===== src/hw/oms_pkg.sv =====
// Oscillator mode select: shared constants, mode codes and decoders.
// Assumes a single 50 MHz system clock drives all logic of the block.
package oms_pkg;

  // Oscillator select field codes (three-bit configuration field)
  localparam logic [2:0] MODE_EXTERNAL_CLOCK = 3'h0;
  localparam logic [2:0] MODE_LOW_POWER_XTAL = 3'h1;
  localparam logic [2:0] MODE_MEDIUM_GAIN_XTAL = 3'h2;
  localparam logic [2:0] MODE_HIGH_GAIN_XTAL = 3'h3;
  localparam logic [2:0] MODE_RES_CAP = 3'h4;
  localparam logic [2:0] MODE_RES_CAP_IO = 3'h5;
  localparam logic [2:0] MODE_INT_OSC_CLKOUT = 3'h6;
  localparam logic [2:0] MODE_INT_OSC_IO = 3'h7;
  localparam logic [2:0] OSC_SELECT_RESET = 3'h7;
  localparam logic FREQ_SELECT_RESET = 1'b1;

  // Crystal driver gain levels
  localparam logic [1:0] GAIN_NONE = 2'h0;
  localparam logic [1:0] GAIN_LOW = 2'h1;
  localparam logic [1:0] GAIN_MEDIUM = 2'h2;
  localparam logic [1:0] GAIN_HIGH = 2'h3;

  // Timing of the internal oscillator model
  localparam longint CLK_HZ = 50_000_000;
  localparam longint INT_OSC_HZ = 8_000_000;
  localparam int NCO_W = 16;
  localparam logic [NCO_W-1:0] NCO_NOM_INC =
    NCO_W'((INT_OSC_HZ * 64'h10000) / CLK_HZ);
  localparam int TRIM_W = 5;
  localparam int TRIM_SHIFT = 5;
  localparam logic [TRIM_W-1:0] TRIM_RESET = 5'h00;
  localparam int CLKOUT_DIV = 4;

  // Internal oscillator is the clock source
  function automatic logic isInternal(input logic [2:0] m);
    return (m == MODE_INT_OSC_CLKOUT) || (m == MODE_INT_OSC_IO);
  endfunction

  // Output pin carries the divided clock
  function automatic logic hasClkout(input logic [2:0] m);
    return (m == MODE_RES_CAP) || (m == MODE_INT_OSC_CLKOUT);
  endfunction

  // Output pin is handed to port control
  function automatic logic outPinFree(input logic [2:0] m);
    return (m == MODE_EXTERNAL_CLOCK) || (m == MODE_RES_CAP_IO) ||
      (m == MODE_INT_OSC_IO);
  endfunction

endpackage


===== src/hw/oms_int_osc.sv =====
// Internal oscillator model: phase accumulator giving tick pulses.
// Assumes the trim value is stable in the clock domain of clk.
`timescale 1ns/1ps
module oms_int_osc #(
  parameter int W = 16,
  parameter logic [W-1:0] NOM_INC = 16'h28F5,
  parameter int TRIM_W = 5,
  parameter int SHIFT = 5
) (
  // Clock and reset
  input wire logic clk,
  input wire logic resetn,
  // Control
  input wire logic run,
  input wire logic [TRIM_W-1:0] trim,
  // Output
  output logic tick
);

  logic [W-1:0] acc_reg;
  logic [W-1:0] incVal;
  logic [W:0] sum;

  // Refuse widths that leave no room for the trim offset
  if (W < TRIM_W + SHIFT + 2) begin : g_bad_width
    $error("oms_int_osc: accumulator too narrow");
  end

  // Signed trim offset added to the nominal step
  assign incVal = NOM_INC + {{(W-TRIM_W-SHIFT){trim[TRIM_W-1]}},
    trim, {SHIFT{1'b0}}};
  assign sum = {1'b0, acc_reg} + {1'b0, incVal};

  // Accumulate; carry out is the oscillator tick
  always_ff @(posedge clk or negedge resetn) begin
    if (!resetn) begin
      acc_reg <= '0;
      tick <= 1'b0;
    end else if (run) begin
      acc_reg <= sum[W-1:0];
      tick <= sum[W];
    end else begin
      tick <= 1'b0;
    end
  end

endmodule // oms_int_osc


===== src/hw/oms_clk_div.sv =====
// Clock divider: square wave toggling on source tick enables.
// Assumes ticks are one-cycle pulses on clk.
`timescale 1ns/1ps
module oms_clk_div #(
  parameter int DIV = 4
) (
  // Clock and reset
  input wire logic clk,
  input wire logic resetn,
  // Control
  input wire logic clear,
  input wire logic tick,
  // Output
  output logic clkOut
);

  localparam int CW = (DIV > 2) ? $clog2(DIV / 2) : 1;
  localparam logic [CW-1:0] HALF_LAST = CW'(DIV / 2 - 1);

  logic [CW-1:0] count_reg;

  // Only even ratios give a square wave
  if (DIV < 2 || (DIV % 2) != 0) begin : g_bad_div
    $error("oms_clk_div: DIV must be even and at least 2");
  end

  // Toggle every DIV/2 source ticks
  always_ff @(posedge clk or negedge resetn) begin
    if (!resetn) begin
      count_reg <= '0;
      clkOut <= 1'b0;
    end else if (clear) begin
      count_reg <= '0;
      clkOut <= 1'b0;
    end else if (tick) begin
      if (count_reg == HALF_LAST) begin
        count_reg <= '0;
        clkOut <= ~clkOut;
      end else begin
        count_reg <= count_reg + CW'(1);
      end
    end
  end

endmodule // oms_clk_div


===== src/hw/oms_osc_select.sv =====
// Oscillator mode select: clock source choice and oscillator pin use.
// Assumes configuration inputs are static straps, pins come from outside
// the clk domain and port control runs on clk.
//
// Functional notes
// - Eight clock modes chosen by a three-bit oscillator select field.
// - External clock mode clocks from input pin, frees output pin.
// - Low-power mode serves 32 kHz crystal; medium/high gain serve resonators.
// - RC mode clocks from input pin, output pin shows frequency over four.
// - RC I/O mode clocks from input pin, output pin goes to port.
// - Internal modes run at 4 or 8 MHz by a frequency select bit.
// - 8 MHz comes straight from oscillator, 4 MHz via a postscaler.
// - Software writes a trim value that tunes the internal oscillator.
// - Internal clock-out mode frees input pin, drives output at clock/4.
// - Internal I/O mode gives both oscillator pins to the port.
`timescale 1ns/1ps
module oms_osc_select
  import oms_pkg::*;
(
  // Clock and reset
  input wire logic clk,
  input wire logic resetn,
  // Configuration word straps
  input wire logic [2:0] oscSelectCfg,
  input wire logic freqSelectCfg,
  // Frequency trim
  input wire logic trimWrEn,
  input wire logic [TRIM_W-1:0] trimWrData,
  output logic [TRIM_W-1:0] trimValue,
  // Oscillator input pin
  input wire logic oscInPinIn,
  output logic oscInPinOut,
  output logic oscInPinOe,
  // Oscillator output pin
  input wire logic oscOutPinIn,
  output logic oscOutPinOut,
  output logic oscOutPinOe,
  // Port control for the input pin
  input wire logic gpioInOut,
  input wire logic gpioInOe,
  output logic gpioInRead,
  // Port control for the output pin
  input wire logic gpioOutOut,
  input wire logic gpioOutOe,
  output logic gpioOutRead,
  // Status
  output logic sysClkTick,
  output logic [2:0] activeMode,
  output logic internalFast,
  output logic [1:0] crystalGain,
  output logic cfgValid
);

  logic [2:0] mode_reg;
  logic freqSel_reg;
  logic captured_reg;
  logic inSync1_reg;
  logic inSync2_reg;
  logic inPrev_reg;
  logic outSync1_reg;
  logic outSync2_reg;
  logic postHalf_reg;
  logic ncoTick;
  logic extTick;
  logic srcTick;
  logic divOut;
  logic internalSel;

  // Latch the configuration straps once, just after reset release
  always_ff @(posedge clk or negedge resetn) begin
    if (!resetn) begin
      mode_reg <= OSC_SELECT_RESET;
      freqSel_reg <= FREQ_SELECT_RESET;
      captured_reg <= 1'b0;
    end else if (!captured_reg) begin
      mode_reg <= oscSelectCfg;
      freqSel_reg <= freqSelectCfg;
      captured_reg <= 1'b1;
    end
  end

  assign internalSel = captured_reg && isInternal(mode_reg);

  // Two-stage synchronisers for both oscillator pins
  always_ff @(posedge clk or negedge resetn) begin
    if (!resetn) begin
      inSync1_reg <= 1'b0;
      inSync2_reg <= 1'b0;
      outSync1_reg <= 1'b0;
      outSync2_reg <= 1'b0;
    end else begin
      inSync1_reg <= oscInPinIn;
      inSync2_reg <= inSync1_reg;
      outSync1_reg <= oscOutPinIn;
      outSync2_reg <= outSync1_reg;
    end
  end

  // Rising edge of the external source on the input pin
  always_ff @(posedge clk or negedge resetn) begin
    if (!resetn) begin
      inPrev_reg <= 1'b0;
    end else begin
      inPrev_reg <= inSync2_reg;
    end
  end

  assign extTick = inSync2_reg && !inPrev_reg;

  // Trim register written by software
  always_ff @(posedge clk or negedge resetn) begin
    if (!resetn) begin
      trimValue <= TRIM_RESET;
    end else if (trimWrEn) begin
      trimValue <= trimWrData;
    end
  end

  // Internal oscillator, tuned by the trim value
  oms_int_osc #(
    .W(NCO_W),
    .NOM_INC(NCO_NOM_INC),
    .TRIM_W(TRIM_W),
    .SHIFT(TRIM_SHIFT)
  ) u_int_osc (
    .clk(clk),
    .resetn(resetn),
    .run(internalSel),
    .trim(trimValue),
    .tick(ncoTick)
  );

  // Postscaler halving the internal oscillator for the slow setting
  always_ff @(posedge clk or negedge resetn) begin
    if (!resetn) begin
      postHalf_reg <= 1'b0;
    end else if (ncoTick) begin
      postHalf_reg <= ~postHalf_reg;
    end
  end

  // Source tick: 8 MHz direct, 4 MHz via postscaler, else the pin
  always_comb begin
    if (internalSel) begin
      srcTick = freqSel_reg ? ncoTick : (ncoTick && postHalf_reg);
    end else begin
      srcTick = captured_reg && extTick;
    end
  end

  // System clock enable pulse
  always_ff @(posedge clk or negedge resetn) begin
    if (!resetn) begin
      sysClkTick <= 1'b0;
    end else begin
      sysClkTick <= srcTick;
    end
  end

  // Divide-by-four clock for the output pin
  oms_clk_div #(
    .DIV(CLKOUT_DIV)
  ) u_clkout (
    .clk(clk),
    .resetn(resetn),
    .clear(!(captured_reg && hasClkout(mode_reg))),
    .tick(srcTick),
    .clkOut(divOut)
  );

  // Crystal driver gain follows the selected crystal mode
  always_ff @(posedge clk or negedge resetn) begin
    if (!resetn) begin
      crystalGain <= GAIN_NONE;
    end else if (!captured_reg) begin
      crystalGain <= GAIN_NONE;
    end else begin
      unique case (mode_reg)
        MODE_LOW_POWER_XTAL: crystalGain <= GAIN_LOW;
        MODE_MEDIUM_GAIN_XTAL: crystalGain <= GAIN_MEDIUM;
        MODE_HIGH_GAIN_XTAL: crystalGain <= GAIN_HIGH;
        default: crystalGain <= GAIN_NONE;
      endcase
    end
  end

  // Input pin: port control in internal modes, else an oscillator input
  always_ff @(posedge clk or negedge resetn) begin
    if (!resetn) begin
      oscInPinOut <= 1'b0;
      oscInPinOe <= 1'b0;
    end else if (internalSel) begin
      oscInPinOut <= gpioInOut;
      oscInPinOe <= gpioInOe;
    end else begin
      oscInPinOut <= 1'b0;
      oscInPinOe <= 1'b0;
    end
  end

  // Output pin: clock out, crystal feedback, or port control
  always_ff @(posedge clk or negedge resetn) begin
    if (!resetn) begin
      oscOutPinOut <= 1'b0;
      oscOutPinOe <= 1'b0;
    end else if (!captured_reg) begin
      oscOutPinOut <= 1'b0;
      oscOutPinOe <= 1'b0;
    end else if (hasClkout(mode_reg)) begin
      oscOutPinOut <= divOut;
      oscOutPinOe <= 1'b1;
    end else if (outPinFree(mode_reg)) begin
      oscOutPinOut <= gpioOutOut;
      oscOutPinOe <= gpioOutOe;
    end else begin
      oscOutPinOut <= ~inSync2_reg;
      oscOutPinOe <= 1'b1;
    end
  end

  // Port read-back of both pin levels
  always_ff @(posedge clk or negedge resetn) begin
    if (!resetn) begin
      gpioInRead <= 1'b0;
      gpioOutRead <= 1'b0;
    end else begin
      gpioInRead <= inSync2_reg;
      gpioOutRead <= outSync2_reg;
    end
  end

  // Status outputs
  assign activeMode = mode_reg;
  assign internalFast = freqSel_reg;
  assign cfgValid = captured_reg;
endmodule // oms_osc_select


===== config.mk =====
export PLATFORM = sky130hd
export DESIGN_NAME = oms_osc_select
export DESIGN_NICKNAME = d
export VERILOG_FILES = /design/src/hw/oms_pkg.sv /design/src/hw/oms_int_osc.sv /design/src/hw/oms_clk_div.sv /design/src/hw/oms_osc_select.sv
export SDC_FILE = /design/constraint.sdc
export NUM_CORES = 1
export LEC_CHECK = 0
export ABC_AREA = 0
export BUFFER_PORTS_ARGS = -buffer_cell sky130_fd_sc_hd__buf_4
export CELL_PAD_IN_SITES_DETAIL_PLACEMENT = 0
export CELL_PAD_IN_SITES_GLOBAL_PLACEMENT = 2
export CORE_MARGIN = 1.5
export CORE_UTILIZATION = 37
export CTS_BUF_LIST = sky130_fd_sc_hd__clkbuf_2
export CTS_CLUSTER_DIAMETER = 200
export DETAILED_ROUTE_END_ITERATION = 8
export PLACE_DENSITY = 0.79
export SKIP_LAST_GASP = 1
export SYNTH_ARGS = -nofsm -noshare
export SYNTH_HDL_FRONTEND = slang
export SYNTH_SLANG_ARGS = --single-unit

===== constraint.sdc =====
create_clock -name clk -period 2.7 [get_ports clk]
set_input_delay 0.54 -clock clk [delete_from_list [all_inputs] [get_ports clk]]
set_output_delay 0.54 -clock clk [all_outputs]
set_load 0.01 [all_outputs]

; Word level (Yosys, flattened, before mapping)
; Index checks and enable logic that the tools add are counted.
[word_totals]
input_bits = 18
ff_bits = 43
n_memories = 0
mem_bits_rw = 0
out_inout_bits = 19
latch_bits = 0
romBits = 0
elab_cells = 67
[classes]
multipliers = 0
bitwise_logic = 3
addsub = 3
muxes = 19
n_reduce_logical = 12
n_shift = 0
div_mod_pow = 0
eq_ne = 9
magnitude_cmp = 0
[ops]
columns = cell, count
row1 = $add 16x16->17, 1
row2 = $mux 1, 17
row3 = $add 15x10->16 const A, 1
row4 = $eq 3x3->1 const B, 4
row5 = $eq 3x2->1 const B, 2
row6 = $pmux 2 s3, 1
row7 = $logic_and 1x1->1, 5
row8 = $logic_or 1x1->1, 4
row9 = $eq 3x1->1 const B, 1
row10 = $logic_not 3->1, 1
row11 = $not 1->1, 3
row12 = $mux 2, 1
row13 = $ne 2x1->1 const B, 1
row14 = $ne 2x2->1 const B, 1
row15 = $reduce_and 2->1, 1
row16 = $add 1x1->1 const B, 1
row17 = $logic_not 1->1, 1

; Longest topological paths before layout
; Gate-level depths: netlist of run 1.
[logic_depth]
word_depth = 6
ltp_mapped = 12
mapped_depth_nobuf = 12

; Cells and area by module
; Synthesis of run 1 repeated with hierarchy kept, for this count alone.
[unflattened]
hier_cells = 207
hier_area_um2 = 2240.9
[by_module_without_submodules]
columns = mod, area_each_um2, cells_each, seq_area_each_um2, instances
row1 = oms_int_osc, 1300.0, 141, 425.4, 1
row2 = oms_osc_select, 852.1, 59, 605.6, 1
row3 = oms_clk_div, 88.8, 7, 50.0, 1

; Worst setup path before layout of run 1
; Ideal clock, no wire load.
[synth_path]
path_kind = register to register
from = reg trimValue[0]
to = reg u_int_osc.tick
setup_time_ns = 0.122
path_buffers = 0
t_required_ns = 2.578
arrival_time_ns = 2.258
path_stages_with_launch = 12
period_less_slack_ns = 2.380
path_slack_ns = 0.320
path_cell_list = dfrtp_1 -> inv_1 -> ha_1 -> inv_1 -> o21ai_0 -> xnor2_1 -> ha_1 -> a21oi_1 -> o21bai_1 -> a21oi_1 -> a31oi_2 -> o2111a_1
[synth_between]
elab_chain_len = 3
[synth_lines]
columns = element, line
row1 = start: declaration, oms_osc_select.sv:29  ; output logic [TRIM_W-1:0] trimValue,
row2 = start signal: assignment, oms_osc_select.sv:115  ; trimValue <= trimWrData;
row3 = $add 15x10->16, oms_int_osc.sv:30  ; assign incVal = NOM_INC + {{(W-TRIM_W-SHIFT){trim[TRIM_W-1]}},
row4 = $add 16x16->17, oms_int_osc.sv:32  ; assign sum = {1'b0, acc_reg} + {1'b0, incVal};
row5 = $mux 1, oms_int_osc.sv:39  ; end else if (run) begin
row6 = end signal: assignment, oms_int_osc.sv:41  ; tick <= sum[W];
row7 = end: declaration, oms_int_osc.sv:17  ; output logic tick
; No other way between the ends.
; A chain may end at the register's enable or synchronous reset.

; Worst setup path in the final report of run 1
[layout_path]
from = reg trimValue[0]
to = reg u_int_osc.acc_reg[14]
[layout_between]
elab_chain_len = 2
[layout_lines]
columns = element, line
row1 = $add 15x10->16, oms_int_osc.sv:30
row2 = $add 16x16->17, oms_int_osc.sv:32
row3 = end signal: assignment, oms_int_osc.sv:40  ; acc_reg <= sum[W-1:0];
row4 = end: declaration, oms_int_osc.sv:20  ; logic [W-1:0] acc_reg;
; No other way between the ends.

==> results.toml, run 1 <==
[die]
rows = 27
pin_count = 37
initial_core_util = 0.3816
core-area_sq_mm = 0.005473
die_area_sq_mm = 0.006104
die_x_um = 78.13
die_height_um = 78.13

[drt]
dr.pass1.iters = 4
route.detailed.drc = 0
drt_wl_total_mm = 3.999
vias = 1479
drt_first_iter_violations = 28
routedWlPerCell_um = 13.03
antenna_left = 0
via_per_inst = 4.818

[final_layout]
syn_to_final_growth_pct = 18.57
multiInputGateArea_sq_um = 942.2
layout_commonest_cell = "dfrtp_1"
num-fill-cells = 552
nets = 263
mostFrequentLayoutCells = "dfrtp_1 (39), buf_4 (38), nand2_1 (26)"
stdcell_area_sq_mm = 0.002476
regArea_sq_mm = 0.001081
num_antenna_cells = 0
drive_above_1_share = 0.2766
largest_reg_flops = 16

[logic_synthesis]
synth_largest_area_cell = "dfrtp_1"
synth_top_family_by_area = "compound AO/OA/AOI/OAI gates"
syn-num-nets = 225
yosys.area_share.xor_xnor = 0.07549
synth_seq_area_share = 0.5177
muxShareOfSynthArea = 0.02696
ys_warn_count = 0
synth.avg_cell_area_sq_um = 10.65
synth_top_area_frac = 0.4673
syn_area_sq_mm = 0.002088
ys.flop_type = "dfrtp_1"
async_reset_ff_frac = 1.000
synth_area_leaders = "dfrtp_1 (47%), ha_1 (6.6%), dfstp_2 (5.0%)"
netlist_instances = 196
synthDistinctLibCells = 42
synth_edf_count = 0
synth-seq-cells = 43
synthSimpleGateAreaFrac = 0.1306
synthAdderAreaFrac = 0.06591
synth-compound-area-share = 0.1504

[place]
globalplace.congestion = 0.7520
port_buffers = 36
hpwlAfterDp_mm = 2.923
pre_cts_ws_ns = 0.2469
place_area_sq_mm = 0.002436

[grt]
grt_antenna_before_repair = 0
grt_max_degree = 44
grt_pass1_wl_mm = 7.031
grt_overflow = 0
grt_pass1_vias = 1495
grtUsageTotal = 0.1452

[timing]
setup_viol = 0
timing.final.crit_share = 0.8885
timing.final.crit_period_ns = 2.399
worst_slack_ns = 0.3010
fin_worst_skew_ns = 0.01754
finalHoldViolCount = 0
max_freq_mhz = 416.8
slew_headroom = 0.6355
rsz0062_at_grt = "no"
maxSlewViolCount = 0
tightest_slew_ns = 0.5468
final.setup.tns_ns = 0

[clock_network]
cts_buffers = 5
cts_tree = "done"
clk_pin_slew_worst_paths_ns = 0.20
holdBufCountCts = 0
htreeDepth = 2
clockRootBuffer = "clkbuf_2"
clock_latency_ns = 0.39
numClockSinks = 43
clockBufferDepth = 2

[setup_path]
crit_arrival_ns = 2.72
regToRegSetupSlack_ns = 0.30
reg2regPathDepth = 12
r2r-end = "u_int_osc.acc_reg[14]"
crit_required_ns = 3.02
crit_path_end_kind = "register"
path_class = "reg -> reg"
r2r-start = "trimValue[0]"
critPathMaxFanout = 6
worstSetupStartpointType = "register"

[min_path]
holdCritPathClass = "in -> async"

[power]
irDropWorstVdd_uv = 442.3
p_leak_nw = 1.158
p_per_area_mw_per_mm2 = 835.3

[run]
drv_cap = 0

[status]
outcome = "completed"
worst max path at each step:
| stage | start | endpoint | slack [ns] |
|---|---|---|---|
| finish | trimValue[0] | u_int_osc.acc_reg[14] | 0.30 |
| global route | trimValue[1] | u_int_osc.acc_reg[14] | 0.02 |
| CTS | trimValue[0] | u_int_osc.acc_reg[14] | 0.21 |
| detailed placement | trimValue[0] | u_int_osc.acc_reg[14] | 0.25 |
| global placement | trimValue[0] | u_int_osc.tick | 0.30 |
| floorplan | trimValue[0] | u_int_osc.tick | 0.32 |
worst max-delay path: stages, from the launching register on:
cell	delay, ns
dfrtp_1	0.43
inv_1	0.10
ha_1	0.19
inv_1	0.05
o21ai_1	0.18
xnor2_1	0.14
ha_1	0.31
a21oi_1	0.22
o21bai_1	0.08
a21oi_1	0.23
a31oi_2	0.13
o21ai_1	0.16
xnor2_1	0.13
where the power goes:
part           switching, mW  leakage (nW)  internal, mW
Sequential             0.150         0.525         0.796
Clock                  0.203        0.0330        0.0709
Combinational          0.453         0.600         0.396
Total                  0.806          1.16          1.26
timing repair:
| item | in CTS | in global routing |
|---|---|---|
| endpoints found under the setup margin | 0 | 2 |
| buffers inserted | 0 | 0 |
| resized for setup | 0 | 1 |
cells by family after synthesis:
family | after synthesis
mux | 5
flops | 43
other cells | 1
fa+ha+maj | 11
buf+inv | 17
compound gates | 46
xor+xnor | 18
simple gates | 55
layout make-up:
type	instances	share of cell area
clock buffer	7	0.01415
clock inverter	1	0.002021
inverter	10	0.01516
multi-input combinational	136	0.3805
sequential	43	0.4366
tap	72	0.03638
timing repair buffer	38	0.1152
synthesized netlist by cell type, types with 2 or more instances:
library cell and instances:
o21ai_1 5, dfstp_2 4, and2_1 2, nor2_1 6, nand4_1 3, mux2_2 5
a31oi_1 2, xor2_1 7, a211oi_1 2, dfrtp_1 39, o21bai_1 2, and3b_1 2
nand2_1 26, o21ai_0 15, xnor2_1 11, o21a_1 3, ha_1 11, clkbuf_1 6
nand3_1 2, inv_1 10, o21ai_2 2, a21oi_1 7, nor3_1 5
through the flow:
stage / power, mW / hold WS [ns] / util / cells
floorplan: 1.582 / 0.2444 / - / 196
global placement: 1.812 / 0.3326 / 0.4451 / 299
detailed placement: 1.818 / 0.3347 / 0.4451 / 299
CTS: 2.101 / 0.09514 / 0.4524 / 307
global route: 2.261 / 0.09069 / 0.4524 / 307
finish: 2.068 / 0.1039 / 0.4524 / 307
routing by layer:
layer  track usage  part of all wire  wire [um]
met5             0                 0          0
met4       0.04286            0.0073         29
met3       0.03488             0.025        101
met2        0.2304              0.48       1907
met1        0.1968              0.49       1959
No activity file was read; power rests on OpenSTA's default activity.
==> run 2, diff against run 1 <==
--- a/config.mk
+++ b/config.mk
@@ -5,17 +5,18 @@
 export SDC_FILE = /design/constraint.sdc
 export NUM_CORES = 1
 export LEC_CHECK = 0
-export ABC_AREA = 0
+export ABC_AREA = 1
 export BUFFER_PORTS_ARGS = -buffer_cell sky130_fd_sc_hd__buf_4
 export CELL_PAD_IN_SITES_DETAIL_PLACEMENT = 0
 export CELL_PAD_IN_SITES_GLOBAL_PLACEMENT = 2
 export CORE_MARGIN = 1.5
-export CORE_UTILIZATION = 37
+export CORE_UTILIZATION = 34
 export CTS_BUF_LIST = sky130_fd_sc_hd__clkbuf_2
 export CTS_CLUSTER_DIAMETER = 200
 export DETAILED_ROUTE_END_ITERATION = 8
-export PLACE_DENSITY = 0.79
+export PLACE_DENSITY = 0.78
 export SKIP_LAST_GASP = 1
 export SYNTH_ARGS = -nofsm -noshare
 export SYNTH_HDL_FRONTEND = slang
+export SYNTH_HIERARCHICAL = 1
 export SYNTH_SLANG_ARGS = --single-unit
==> run 2 against run 1 <==
Clock skew about the same. The run now ends with DRC left. Global-route usage is 0.44 points higher. Critical path depth up 3.
==> results.toml, run 2 <==
[setup_path]
reg2regPathDepth = 15
r2r-end = "u_int_osc/acc_reg[14]"
crit_required_ns = 3.03
worstSetupStartpointType = "register"
cp_common_cell = "nand2_1"
crit_path_end_kind = "register"
slowest_stage = "dfrtp_1"
path_class = "reg -> reg"
critical_path.cell_chain = "inv_1 -> ha_1 -> inv_1 -> o21ai_0 -> nand2_1 -> ha_1 -> nand2_1 -> inv_2 -> nand3_1 -> nor2_1 -> nand2_1 -> nand3_2 -> nand2_1 -> nand2_1 -> nand2_1"
r2r-start = "trimValue[0]"
regToRegSetupSlack_ns = 0.42
slowest_delay_ns = 0.44
crit_arrival_ns = 2.62
critPathMaxFanout = 5

[clock_network]
cts_tree = "done"
htreeDepth = 2
cts_resized = 0
numClockSinks = 43
holdBufCountCts = 0
postCtsSetupRepairBufs = 0
clk_pin_slew_worst_paths_ns = 0.25
clock_latency_ns = 0.42
clockRootBuffer = "clkbuf_2"
clockBufferDepth = 2
cts_buffers = 5

[power]
finalPower_mw = 2.410
p_leak_nw = 1.521
p_per_area_mw_per_mm2 = 879.6
irDropWorstVdd_uv = 314.4

[final_layout]
stdcell_area_sq_mm = 0.002740
utilization = 0.4243
stdcell_count = 409
num-fill-cells = 672
largest_reg_flops = 16
nets = 360
syn_to_final_growth_pct = 18.12
multiInputGateArea_sq_mm = 0.001045
layout_commonest_cell = "nand2_1"
num_antenna_cells = 0
drive_above_1_share = 0.2108
regArea_sq_mm = 0.001081
mostFrequentLayoutCells = "nand2_1 (91), inv_1 (42), dfrtp_1 (39)"

[grt]
grt_max_degree = 44
grtUsageTotal = 0.1495
grt_pass1_wl_mm = 8.542
grt_pass1_vias = 1733
grt_overflow = 0
grt_antenna_before_repair = 0

[place]
pre_cts_ws_ns = 0.4710
place_area_sq_mm = 0.002673
hpwlAfterDp_mm = 3.730
dp.cells = 401
port_buffers = 36
globalplace.congestion = 0.7474

[logic_synthesis]
synth_area_leaders = "dfrtp_1 (42%), nand2_1 (15%), inv_1 (6.8%)"
synth.avg_cell_area_sq_um = 7.999
synth-seq-cells = 43
netlist_instances = 290
synth_largest_area_cell = "dfrtp_1"
synthAdderAreaFrac = 0.05933
async_reset_ff_frac = 1.000
ys_warn_count = 6
synth_edf_count = 0
ys.flop_type = "dfrtp_1"
synth.most_common_cell = "nand2_1"
synth_top_area_frac = 0.4207
muxShareOfSynthArea = 0.02427
synthSimpleGateAreaFrac = 0.2799
syn_area_sq_mm = 0.002320
synth_seq_area_share = 0.4660
syn-num-nets = 319
synth-compound-area-share = 0.05124
ys_top_cells_by_count = "nand2_1 (91), inv_1 (42), dfrtp_1 (39)"
synthDistinctLibCells = 27
yosys.area_share.xor_xnor = 0.03398
synth_top_family_by_area = "simple AND/OR/NAND/NOR gates"

[timing]
setup_viol = 0
tightest_slew_ns = 0.5454
timing.final.crit_share = 0.8455
final.setup.tns_ns = 0
maxSlewViolCount = 0
slew_headroom = 0.6364
max_freq_mhz = 438.1
timing.final.crit_period_ns = 2.283
rsz0062_at_grt = "no"
worst_slack_ns = 0.4172
hold_ws_ns = 0.06726
fin_worst_skew_ns = 0.01782
finalHoldViolCount = 0

[die]
core-area_sq_mm = 0.006459
rows = 29
die_height_um = 85.60
pin_count = 37
initial_core_util = 0.3592
die_area_sq_mm = 0.007327
die_x_um = 85.60

[status]
outcome = "finished with violations"
failed_checks = "DRC"

[drt]
route.detailed.drc = 1
antenna_left = 0
vias = 1835
drt_wl_total_mm = 4.974
routedWlPerCell_um = 12.16
drt_first_iter_violations = 84
dr.pass1.iters = 6
via_per_inst = 4.487

[run]
drv_cap = 0

[min_path]
holdCritPathClass = "in -> async"
## run 2: how the worst max path moves through the flow
stage,from,endpoint,slack (ns),cells after the start
after floorplan,trimValue[0],u_int_osc/acc_reg[14],0.65,15
after global placement,trimValue[0],u_int_osc/acc_reg[15],0.48,12
after detailed placement,trimValue[0],u_int_osc/acc_reg[15],0.47,12
after CTS,trimValue[0],u_int_osc/acc_reg[15],0.44,12
after global routing,trimValue[0],u_int_osc/acc_reg[14],0.12,15
final,trimValue[0],u_int_osc/acc_reg[14],0.42,15
## run 2: critical path, delay by kind of cell (launching register included)
kind | cells | cell delay [ns]
buffers and inverters | 3 | 0.22
DFF | 1 | 0.44
AOI/OAI and AO/OA | 1 | 0.25
adders and majority gates | 2 | 0.57
and+or+nand+nor | 9 | 0.72
## run 2: power breakdown
group	switching, mW	internal, mW
Combinational	0.664	0.436
Clock	0.231	0.158
Sequential	0.128	0.794
Total	1.02	1.39
## run 2: area by class of cell
cell class	count	area share
Tap cell	77	0.03516
Clock inverter	3	0.01553
Sequential cell	43	0.3945
Multi-Input combinational cell	198	0.3813
Timing Repair Buffer	37	0.1014
Clock buffer	5	0.009132
Inverter	46	0.06301
## run 2: layer usage
metal | wire (um) | part of all wire | vias up | track usage
met5 | 0 | 0 | - | 0
met4 | 57 | 0.011 | 0 | 0.04399
met3 | 137 | 0.028 | 6 | 0.02984
met2 | 2307 | 0.46 | 18 | 0.2384
met1 | 2471 | 0.50 | 840 | 0.2063
li1 | - | - | 971 | -
## run 2: kinds of logic (layout without fill, tap and decap cells)
group,after synthesis,in the layout
compound gates,22,22
xor+xnor,9,9
fa+ha+maj,11,11
buf+inv,49,91
flops,43,43
mux,5,5
other cells,1,1
simple gates,150,150
==> run 3, diff against run 2 <==
==> constraint.sdc (replaced) <==
create_clock -name clk -period 2.2 [get_ports clk]
set_input_delay 0.44 -clock clk [delete_from_list [all_inputs] [get_ports clk]]
set_output_delay 0.44 -clock clk [all_outputs]
set_load 0.01 [all_outputs]
==> run 3 against run 2 <==
Wire length up 5.1%. Final area up 5.2%. Clock power up 22%. Sequential share of layout area down 2.0 points. Worst setup slack worse by 0.32 ns. Clock skew up 0.0054 ns. Register-to-register slack worse by 0.32 ns. The flow still finishes with violations (DRC). Sequential power up 24%. Worst hold slack better by 0.048 ns. Combinational power up 35%. Clock-buffer cell count unchanged.
==> results.toml, run 3 (synthesized netlist as in run 2, its figures left out) <==
[status]
outcome = "finished with violations"
failed_checks = "DRC"

[die]
die_x_um = 85.60
initial_core_util = 0.3592
die_area_sq_mm = 0.007327
pin_count = 37
rows = 29
die_height_um = 85.60
core-area_sq_mm = 0.006459

[run]
drv_cap = 0

[clock_network]
clockBufferDepth = 2
cts_tree = "done"
clockRootBuffer = "clkbuf_2"
cts_buffers = 5
numClockSinks = 43
htreeDepth = 2
clock_latency_ns = 0.41
clk_pin_slew_worst_paths_ns = 0.23

[final_layout]
stdcell_count = 416
regArea_sq_mm = 0.001081
num_antenna_cells = 0
num-fill-cells = 667
multiInputGateArea_sq_mm = 0.001132
mostFrequentLayoutCells = "nand2_1 (86), buf_4 (43), inv_1 (39), dfrtp_1 (39), nor2_1 (20)"
syn_to_final_growth_pct = 24.27
stdcell_area_sq_mm = 0.002883
nets = 367
largest_reg_flops = 16
layout_commonest_cell = "nand2_1"
drive_above_1_share = 0.2773

[setup_path]
crit_arrival_ns = 2.42
regToRegSetupSlack_ns = 0.1
worstSetupStartpointType = "register"
crit_required_ns = 2.52
crit_path_end_kind = "register"
path_class = "reg -> reg"
critPathMaxFanout = 5

[timing]
slew_headroom = 0.6244
fin_worst_skew_ns = 0.02323
timing.final.crit_share = 0.9546
tightest_slew_ns = 0.5635
finalHoldViolCount = 0
setup_viol = 0
max_freq_mhz = 476.2
timing.final.crit_period_ns = 2.100
rsz0062_at_grt = "yes"
maxSlewViolCount = 0

[place]
dp.cells = 404
hpwlAfterDp_mm = 3.831
place_area_sq_mm = 0.002695
port_buffers = 36
globalplace.congestion = 0.8031

[grt]
grt_antenna_before_repair = 0
grt_overflow = 0
grtUsageTotal = 0.1580
grt_pass1_wl_mm = 9.087
grt_max_degree = 44
grt_pass1_vias = 1916

[min_path]
holdCritPathClass = "in -> reg"

[power]
p_per_area_mw_per_mm2 = 1079
p_leak_nw = 1.559
irDropWorstVdd_uv = 473.1

[drt]
drt_wl_total_mm = 5.227
drt_first_iter_violations = 66
antenna_left = 0
vias = 1913
route.detailed.drc = 1
via_per_inst = 4.599
dr.pass1.iters = 6
routedWlPerCell_um = 12.56
[run 3: changes by cell type in the layout (fill, tap and decap cells not counted), moves of 3 or more]
cell,before,now
nand2_1,91,86
inv_2,4,7
inv_1,42,39
ha_1,11,6
buf_4,37,43
ha_4,0,3
nand2_2,7,12
[run 3: path summary, 6_finish.rpt]
kind,start,endpoint,depth (start not counted)
setup / recovery,trimValue[0],u_int_osc/acc_reg[14],15
hold reg to reg,inSync1_reg,inSync2_reg,0
hold / removal,oscInPinIn,inSync1_reg,1
setup reg to reg,trimValue[0],u_int_osc/acc_reg[14],15
min in group asynchronous,resetn,oscOutPinOe,2
max in group asynchronous,resetn,u_int_osc/acc_reg[10],2
[run 3: final cells by class]
type                       count  share of cell area
multi-input combinational    198              0.3928
timing repair buffer          44              0.1155
clock buffer                   5            0.008681
sequential                    43              0.3750
clock inverter                 3             0.01476
inverter                      46             0.05990
tap                           77             0.03342
[run 3: metal layers]
metal,track usage,part of all wire
met1,0.1890,0.46
met2,0.2906,0.51
met3,0.03272,0.023
met4,0.03519,0.0067
met5,0,0
[run 3: metrics by stage]
step	TNS, ns	hold slack [ns]	setup WS [ns]	total power, mW	utilization
after global routing	-0.2412	0.05236	-0.09502	3.427	0.4463
final	0	0.1155	0.09994	3.111	0.4463
after global placement	0	0.3342	0.03313	2.539	0.4173
after detailed placement	0	0.3362	0.0003260	2.524	0.4173
after floorplan	0	0.1444	0.1535	2.163	-
after CTS	0	0.07525	0.01904	3.021	0.4293
[run 3: where the power goes]
group          switching [mW]  leakage (nW)  internal [mW]
Combinational           0.872         0.996          0.623
Sequential              0.169         0.522          0.974
Clock                   0.280        0.0410          0.193
[run 3: worst max-delay path, cell delays in order, from the launching register on]
cell     delay (ns)
dfrtp_1        0.44
inv_2          0.06
ha_2           0.18
inv_2          0.05
o21ai_4        0.16
xor2_1         0.09
ha_1           0.38
nand2_2        0.11
nor2_4         0.12
inv_1          0.04
nor2_1         0.07
nand2_1        0.08
nand3_2        0.07
nand2_1        0.05
nand2_1        0.05
nand2_1        0.05
[run 3: repair_timing]
item | in CTS | in global routing
resized for setup | 1 | 20
hold endpoints to repair | 39 | 0
setup endpoints to repair | 4 | 7
buffers inserted | 0 | 3
hold buffers | 1 | 0
pin swaps | 0 | 11
